==> src/tcr_params.svh <==
`ifndef TCR_PARAMS_SVH
`define TCR_PARAMS_SVH
// word layout
`define TCR_WORD_BITS      16
`define TCR_LEAD_POS       15
`define TCR_TEMP_MSB       14
`define TCR_TEMP_LSB       5
`define TCR_OPEN_POS       4
`define TCR_IDENT_POS      3
`define TCR_TAIL_TOP       2
// identification bit value, arbitrary
`define TCR_IDENT_VALUE    1'b1
// conversion time in ms and its cycle count at 10 MHz
`define TCR_CONV_MS        180
`define TCR_CLK_KHZ        10000
`define TCR_CONV_CYCLES    (`TCR_CONV_MS * `TCR_CLK_KHZ)
// reset value and fifo depth
`define TCR_RESULT_RESET   11'h000
`define TCR_FIFO_DEPTH     16
`endif

==> src/tcr_pkg.sv <==
`default_nettype none
package tcr_pkg;
  // one stored conversion result
  typedef struct packed {
    logic       open_input_flag;
    logic [9:0] temperature_code;
  } tcr_result_s;
  typedef enum logic [1:0] {
    TCR_IDLE    = 2'b00,
    TCR_CONVERT = 2'b01,
    TCR_SHIFT   = 2'b11
  } tcr_state_e;
endpackage
`default_nettype wire

==> src/tcr_readout.sv <==
`timescale 1ns/1ps
`default_nettype none
`include "tcr_params.svh"

module tcr_fifo #(
  parameter int WIDTH = 11,
  parameter int DEPTH = 16
) (
  input  wire logic             core_clk_i, // block clock
  input  wire logic             rst_i,      // sync reset
  input  wire logic             in_valid_i, // write request
  output logic                  in_ready_o, // not full
  input  wire logic [WIDTH-1:0] in_data_i,  // write data
  output logic                  out_valid_o,// not empty
  input  wire logic             out_ready_i,// drain request
  output logic      [WIDTH-1:0] out_data_o  // head word
);
  localparam int AW = $clog2(DEPTH);
  logic [WIDTH-1:0] mem [DEPTH];
  logic [AW-1:0]    wr_ptr;
  logic [AW-1:0]    rd_ptr;
  logic [AW:0]      count;
  wire              do_wr = in_valid_i && in_ready_o;
  wire              do_rd = out_valid_o && out_ready_i;
  assign in_ready_o  = (count != (AW+1)'(DEPTH));
  assign out_valid_o = (count != '0);
  assign out_data_o  = mem[rd_ptr];
  // pointers and count; simultaneous read and write keep count
  always_ff @(posedge core_clk_i) begin
    if (rst_i) begin
      wr_ptr <= '0;
      rd_ptr <= '0;
      count  <= '0;
    end else begin
      if (do_wr) wr_ptr <= wr_ptr + 1'b1;
      if (do_rd) rd_ptr <= rd_ptr + 1'b1;
      count <= count + (AW+1)'(do_wr) - (AW+1)'(do_rd);
    end
  end
  // storage has no reset, only the head matters once valid
  always_ff @(posedge core_clk_i) begin
    if (do_wr) mem[wr_ptr] <= in_data_i;
  end
endmodule

module tcr_readout #(
  parameter int CONV_CYCLES = `TCR_CONV_CYCLES
) (
  input  wire logic       core_clk_i,        // block clock, 10 MHz
  input  wire logic       rst_i,             // sync reset, active high
  input  wire logic       chip_select_n_i,   // host chip select, low
  input  wire logic       serial_clk_i,      // host serial clock pin
  output logic            serial_data_out_o, // serial data level
  output logic            serial_data_oe_o,  // high while driving
  input  wire logic [9:0] ambient_code_i,    // cold-junction measure
  input  wire logic [9:0] diff_code_i,       // amplified difference
  input  wire logic       open_detect_i,     // open input, async
  output logic            converting_o       // conversion running
);
  tcr_pkg::tcr_state_e state;
  tcr_pkg::tcr_state_e next_state;
  logic [2:0]  cs_sync;   // [0] first stage, [1] second, [2] previous
  logic [2:0]  sck_sync;
  logic [1:0]  open_sync;
  logic [31:0] conv_cnt;
  logic [4:0]  bit_idx;
  logic [`TCR_WORD_BITS-1:0] shift_word;
  tcr_pkg::tcr_result_s result;
  tcr_pkg::tcr_result_s conv_value;
  logic        fifo_in_ready;
  logic        fifo_out_valid;
  logic [10:0] fifo_out_data;
  // a pin can move at any instant; two stages settle it before use,
  // and the third stage is only history for the edge detectors
  always_ff @(posedge core_clk_i) begin
    if (rst_i) begin
      cs_sync <= 3'h7;                    // idle level, no false edge
    end else begin
      cs_sync <= {cs_sync[1], cs_sync[0], chip_select_n_i};
    end
  end
  // serial clock idles low between frames
  always_ff @(posedge core_clk_i) begin
    if (rst_i) begin
      sck_sync <= 3'h0;
    end else begin
      sck_sync <= {sck_sync[1], sck_sync[0], serial_clk_i};
    end
  end
  // open detector is a slow level, two stages suffice
  always_ff @(posedge core_clk_i) begin
    if (rst_i) begin
      open_sync <= 2'h0;
    end else begin
      open_sync <= {open_sync[0], open_detect_i};
    end
  end
  // edges come from the second and third stages only
  wire cs_low   = ~cs_sync[1];
  wire cs_fall  = cs_sync[2] & ~cs_sync[1];
  wire cs_rise  = ~cs_sync[2] & cs_sync[1];
  wire sck_fall = sck_sync[2] & ~sck_sync[1];
  // saturating sum, code scale is 0.125 degree per step
  wire [10:0] raw_sum = {1'b0, ambient_code_i} + {1'b0, diff_code_i};
  wire [9:0]  sum_code = raw_sum[10] ? 10'h3ff : raw_sum[9:0];
  wire        conv_done = (state == tcr_pkg::TCR_CONVERT) &&
                          (conv_cnt == 32'(CONV_CYCLES - 1));
  assign conv_value.open_input_flag  = open_sync[1];
  assign conv_value.temperature_code = sum_code;
  // word assembly from the last finished result
  wire [`TCR_WORD_BITS-1:0] load_word = {
    1'b0,
    result.temperature_code,
    result.open_input_flag,
    `TCR_IDENT_VALUE,
    3'h0};
  // state sequencing
  always_comb begin
    next_state = state;
    case (state)
      tcr_pkg::TCR_IDLE: begin
        if (cs_fall) begin
          next_state = tcr_pkg::TCR_SHIFT;
        end else if (cs_rise) begin
          next_state = tcr_pkg::TCR_CONVERT;
        end
      end
      tcr_pkg::TCR_CONVERT: begin
        // a select fall wins over a conversion finishing that cycle
        if (cs_fall) begin
          next_state = tcr_pkg::TCR_SHIFT;
        end else if (conv_done) begin
          next_state = tcr_pkg::TCR_IDLE;
        end
      end
      tcr_pkg::TCR_SHIFT: begin
        if (cs_rise) begin
          next_state = tcr_pkg::TCR_CONVERT;
        end
      end
      default: begin
        next_state = tcr_pkg::TCR_IDLE;
      end
    endcase
  end
  // conversion timer; restarts only on a fresh chip select rise,
  // and any exit from converting clears it, so aborts leave no residue
  always_ff @(posedge core_clk_i) begin
    if (rst_i || state != tcr_pkg::TCR_CONVERT) begin
      conv_cnt <= '0;
    end else begin
      conv_cnt <= conv_cnt + 32'h1;
    end
  end
  // state register
  always_ff @(posedge core_clk_i) begin
    if (rst_i) begin
      state <= tcr_pkg::TCR_IDLE;
    end else begin
      state <= next_state;
    end
  end
  // finished results go through the fifo, newest drained into result
  // aborted conversions never write, so result stays intact
  tcr_fifo #(.WIDTH(11), .DEPTH(`TCR_FIFO_DEPTH)) u_fifo (
    .core_clk_i  (core_clk_i),
    .rst_i       (rst_i),
    .in_valid_i  (conv_done && !cs_fall),
    .in_ready_o  (fifo_in_ready),
    .in_data_i   (conv_value),
    .out_valid_o (fifo_out_valid),
    .out_ready_i (!cs_low),
    .out_data_o  (fifo_out_data)
  );
  // result only moves while no read is in progress
  always_ff @(posedge core_clk_i) begin
    if (rst_i) result <= `TCR_RESULT_RESET;
    else if (fifo_out_valid && !cs_low) result <= fifo_out_data;
  end
  // a bit step needs select low and stops after the sixteenth fall
  wire shift_step = cs_low && sck_fall &&
                    (bit_idx != 5'(`TCR_WORD_BITS));
  wire [`TCR_WORD_BITS-1:0] shifted_word =
    {shift_word[`TCR_WORD_BITS-2:0], 1'b0};
  // shift register and bit pointer
  always_ff @(posedge core_clk_i) begin
    if (rst_i) begin
      shift_word <= '0;
      bit_idx    <= 5'h0;
    end else if (cs_fall) begin
      shift_word <= load_word;
      bit_idx    <= 5'h0;
    end else if (shift_step) begin
      shift_word <= shifted_word;
      bit_idx    <= bit_idx + 5'h1;
    end
  end
  // output pin: driven for the first thirteen bit times only
  wire in_tail   = bit_idx >= 5'(`TCR_WORD_BITS - `TCR_TAIL_TOP - 1);
  // the loaded word is used directly at the select fall, one clock early
  wire head_bit  = cs_fall ? load_word[`TCR_LEAD_POS]
                           : shift_word[`TCR_LEAD_POS];
  wire next_data = (next_state == tcr_pkg::TCR_SHIFT) && head_bit;
  // a stale pointer from the last read must not hide the lead bit
  wire next_oe   = cs_low && !(in_tail && !cs_fall);
  wire next_conv = (next_state == tcr_pkg::TCR_CONVERT);
  // registered pins, no glitches toward the host
  always_ff @(posedge core_clk_i) begin
    if (rst_i) begin
      serial_data_out_o <= 1'b0;
      serial_data_oe_o  <= 1'b0;
      converting_o      <= 1'b0;
    end else begin
      serial_data_out_o <= next_data;
      serial_data_oe_o  <= next_oe;
      converting_o      <= next_conv;
    end
  end
  wire unused_ok = fifo_in_ready;
endmodule
`default_nettype wire

==> config.mk <==
export PLATFORM = sky130hd
export DESIGN_NAME = tcr_readout
export DESIGN_NICKNAME = d
export VERILOG_FILES = /design/src/tcr_pkg.sv /design/src/tcr_readout.sv
export VERILOG_INCLUDE_DIRS = /design/src
export SDC_FILE = /design/constraint.sdc
export NUM_CORES = 1
export LEC_CHECK = 0
export BUFFER_PORTS_ARGS = -buffer_cell sky130_fd_sc_hd__clkbuf_2
export CAP_MARGIN = 20
export CORE_UTILIZATION = 53
export CTS_CLUSTER_DIAMETER = 40
export DETAILED_ROUTE_END_ITERATION = 8
export PLACE_DENSITY = 0.76
export SYNTH_ARGS = -nofsm -noshare
export SYNTH_HDL_FRONTEND = slang
export SYNTH_HIERARCHICAL = 1
export SYNTH_SLANG_ARGS = --single-unit
==> constraint.sdc <==
create_clock -name core_clk_i -period 5.2 [get_ports core_clk_i]
set_input_delay 0.26 -clock core_clk_i [delete_from_list [all_inputs] [get_ports core_clk_i]]
set_output_delay 0.26 -clock core_clk_i [all_outputs]
set_load 0.005 [all_outputs]
==> results list <==
- Post-synthesis register bit count: 267
- Among the stages of the critical path, the cell type that occurs most often is sky130_fd_sc_hd__ha_1.
- The share of the synthesized area in compound gates (AO/OA/AOI/OAI) is 0.0545.
* Buffer cell driving the clock tree root: sky130_fd_sc_hd__clkbuf_16
- The path class of the tightest hold or removal check is input port to register.
* Crit end category: register
* Minimum clock period: 3870 ps
* Leak: roughly 4.6 nW
- By area the synthesized netlist is led by sky130_fd_sc_hd__edfxtp_1, sky130_fd_sc_hd__dfxtp_1, sky130_fd_sc_hd__mux4_1.
* Detailed-router iteration count before antenna repair: 5
* Final-layout setup total negative slack: 0 ps
* Number of global-route vias before repair: between 6000 and 7000
- Unrepaired setup endpoints after global routing: no
* Number of DRC violations after detailed routing: 0
- The die is ~150 um tall.
- For this run, the slowest stage of the critical path takes between 700 and 800 ps.
- Of the total synthesized cell area, the portion taken by full adders, half adders and majority gates is 0.0315.
* Ys flop type: sky130_fd_sc_hd__edfxtp_1
* Post-CTS setup repair buffer count: 0
- After the first detailed-routing iteration, the DRC count stood at ~520.
- Overall global routing resource usage: 0.209
- Most repeated cell in the gate-level netlist after synthesis: sky130_fd_sc_hd__edfxtp_1
* Cell type with the largest total area after synthesis: sky130_fd_sc_hd__edfxtp_1
- The max-slew violation total from the final report came to 0.
- Layout Cells excl Fill: 1139
* Quantity of I/O buffers inserted on ports: 27
* Xor/xnor cell area share of the yosys netlist: 0.0320
- Row generation in the floorplan step produced 52 rows.
- Measured against the total synthesized area, the mux share comes to 0.108.
- Global-route wire length before repair: about 34000 um
- Area inside the core boundary: just over 20000 sq um
* Clock transition at the registers of the reported paths: approximately 50 ps
- The average instance in the mapped netlist occupies around 14 sq um.
- The number of nets in the synthesized netlist is roughly 850.
- Largest fanout on the critical path: 11
* Post-Route WL: 21900 um
- Number of buffers created by CTS: 34
* Fin Hold WS: approximately 7.6 ps
- Final count of negative-setup-slack endpoints: 0
- The initial utilization of the core area, before any placement, comes to 0.547.
* Worst Max-Slew Pin Slew: 1040 ps
- Total gr overflow: 0
- After synthesis, the largest family of logic cells by area is simple AND/OR/NAND/NOR gates.
* Pwr/cell area: approximately 430 nW/um^2
- After synthesis the cells add up to 11200 sq um.
* EDFF count, synth: 176
* H-tree lvl count: 2
- Cell family contributing the most delay on the critical path: simple AND/OR/NAND/NOR gates
- Cells after Synth: 797
- VDD sags by at most 0.291 mV.
* Pin count of the biggest net entering global routing: between 50 and 60
- The area growth from synthesis to layout is 13.2%.
- Remaining antenna violation count: 0
- For this run, the register share of the synthesized area comes to 0.634.
- The flow ran to the end, and the final reports show no timing, DRC or antenna violations.
* Most frequent cells after synthesis: sky130_fd_sc_hd__edfxtp_1, sky130_fd_sc_hd__dfxtp_1, sky130_fd_sc_hd__nor2_1
- Dividing the detail-routed via count by the number of cells gives between 5 and 6.
- Data on the critical path arrives at its endpoint at around 4200 ps.
* Area of the die: roughly 22000 sq um
- The number of hold violations in the final report is 0.
- Dividing the final minimum period by the clock period gives 0.745.
- Vias: 6498
* Average routed wire per standard cell: 19.2 um
* Chip Width: 147 um
* Number of synthesis warnings: 6
- Deepest clock path buffer count: 3
* Sum of buffers and inverters on the critical path: 2
* Post-synthesis cell type count: 55
- Clock skew on the completed layout was measured at 21.2 ps.
* Number of antenna violations at the first check in global routing: 0
- TritonCTS clock tree: yes
- Placer's final routability congestion estimate: between 0.7 and 0.8
* Data required, critical path: approximately 5500 ps
* Number of top-level design ports: 28
- Critical-path top delay cell: sky130_fd_sc_hd__nor4_1
* # clock sinks: between 200 and 300
- The number of antenna diodes in the final layout is 0.
* List of cells traversed by the critical path: ha_1, and3_1, nand3_1, nor4_1, nand2_1, ha_1, inv_1, ha_1, inv_1, fa_1, nor2b_1, o21bai_1, a21oi_1, nor3b_1
- Slew margin rel.: 0.298
* Cell count after placement: roughly 1100
- Worst-skew pair later-pin latency: 510 ps
- Proportion of netlist area held by the largest area contributor: 0.471
* # Max-Cap Violations: 0
* Estimated wirelength of the detail-placed design: around 13000 um
* Share of synthesized flip-flops with an asynchronous set or reset: 0
* Type of the worst setup path: register to register
- Of the cells placed in the final design, the portion with a size suffix greater than 1 is 0.153.
- Element type at the critical path start: register
- Of the total synthesized cell area, the portion taken by AND, OR, NAND and NOR gates is 0.112.
* # nets final: roughly 900
- Derived from the worst setup path, the maximum achievable clock frequency is roughly 0.26 GHz.
metal layers:
layer,part of all wire,vias to the layer above,GRT usage
met4,0.030,0,0.0866
li1,-,3096,-
met5,0,-,0
met2,0.48,194,0.339
met3,0.055,48,0.0377
met1,0.44,3160,0.280
area by class of cell:
| class | instances | area (sq um) |
|---|---|---|
| well taps | 270 | 338 |
| clock buffers | 42 | 902 |
| flip-flops and latches | 267 | 7110 |
| multi-input cells | 469 | 3810 |
| inverters | 25 | 93.8 |
| fillers | 1531 | 7800 |
| clock inverters | 19 | 124 |
| repair buffers | 47 | 310 |
worst paths after layout:
path,from,to,slack [ps],cells after the start
worst max-delay path,conv_cnt[0]$_SDFF_PP0_,u_fifo/count[4]$_SDFF_PP0_,1330,14
worst min-delay path,open_detect_i,open_sync[0]$_SDFF_PP0_,8,2
worst max register to register,conv_cnt[0]$_SDFF_PP0_,u_fifo/count[4]$_SDFF_PP0_,1330,14
worst min register to register,cs_sync[0]$_SDFF_PP1_,cs_sync[1]$_SDFF_PP1_,430,1
power breakdown:
group	internal, mW	switching, mW	total (mW)
clock network	1.25	0.854	2.10
logic	0.386	0.418	0.804
registers	2.38	0.119	2.50
kinds of logic (layout without fill, tap and decap cells):
kind of cell | after synthesis | after routing
compound gates | 96 | 96
xor+xnor | 41 | 41
fa+ha+maj | 27 | 27
buf+inv | 61 | 133
flops | 267 | 267
mux | 58 | 58
simple gates | 247 | 247
flip-flops by register name, summed over array words and instances, names as in the netlist, named ones only:
register,count
sck_sync,3
bit_idx,5
converting_o,1
u_fifo/rd_ptr,4
u_fifo/count,5
shift_word,13
open_sync,2
cs_sync,3
serial_data_out_o,1
u_fifo/mem,176
u_fifo/wr_ptr,4
load_word,11
state,2
serial_data_oe_o,1
conv_cnt,32
worst reg2reg max path, cell delays in order (launching register included):
cell and delay (ps):
sky130_fd_sc_hd__dfxtp_1 380, sky130_fd_sc_hd__ha_1 210, sky130_fd_sc_hd__and3_1 200, sky130_fd_sc_hd__nand3_1 140
sky130_fd_sc_hd__nor4_1 730, sky130_fd_sc_hd__nand2_1 510, sky130_fd_sc_hd__ha_1 430, sky130_fd_sc_hd__inv_1 50
sky130_fd_sc_hd__ha_1 150, sky130_fd_sc_hd__inv_1 60, sky130_fd_sc_hd__fa_1 370, sky130_fd_sc_hd__nor2b_1 160
sky130_fd_sc_hd__o21bai_1 100, sky130_fd_sc_hd__a21oi_1 150, sky130_fd_sc_hd__nor3b_1 60
per-stage QoR:
step	area, sq um	setup slack (ps)	utilization	power, mW
2_1_floorplan	11200	2000	-	3.15
3_3_place_gp	11600	1470	0.566	3.31
3_5_place_dp	11600	1340	0.566	3.33
4_1_cts	12700	1310	0.617	5.44
5_1_grt	12700	973	0.619	5.62
6_report	12700	1330	0.619	5.40
cell usage in the layout, fill, tap and decap left out, drive strengths merged, types with 16 or more instances in the layout:
master,count
dfxtp,91
buf,18
edfxtp,176
nor2,74
o21ai,16
a22oi,23
xor2,31
a21oi,30
nand2,55
nand3,26
ha,25
clkbuf,69
mux4,44
inv,29
timing repair:
action,CTS,global route
hold buffers,2,0
resized for setup,0,0
setup endpoints to repair,0,0
endpoints found under the hold margin,2,0
Power figures use the tool's default switching activity.
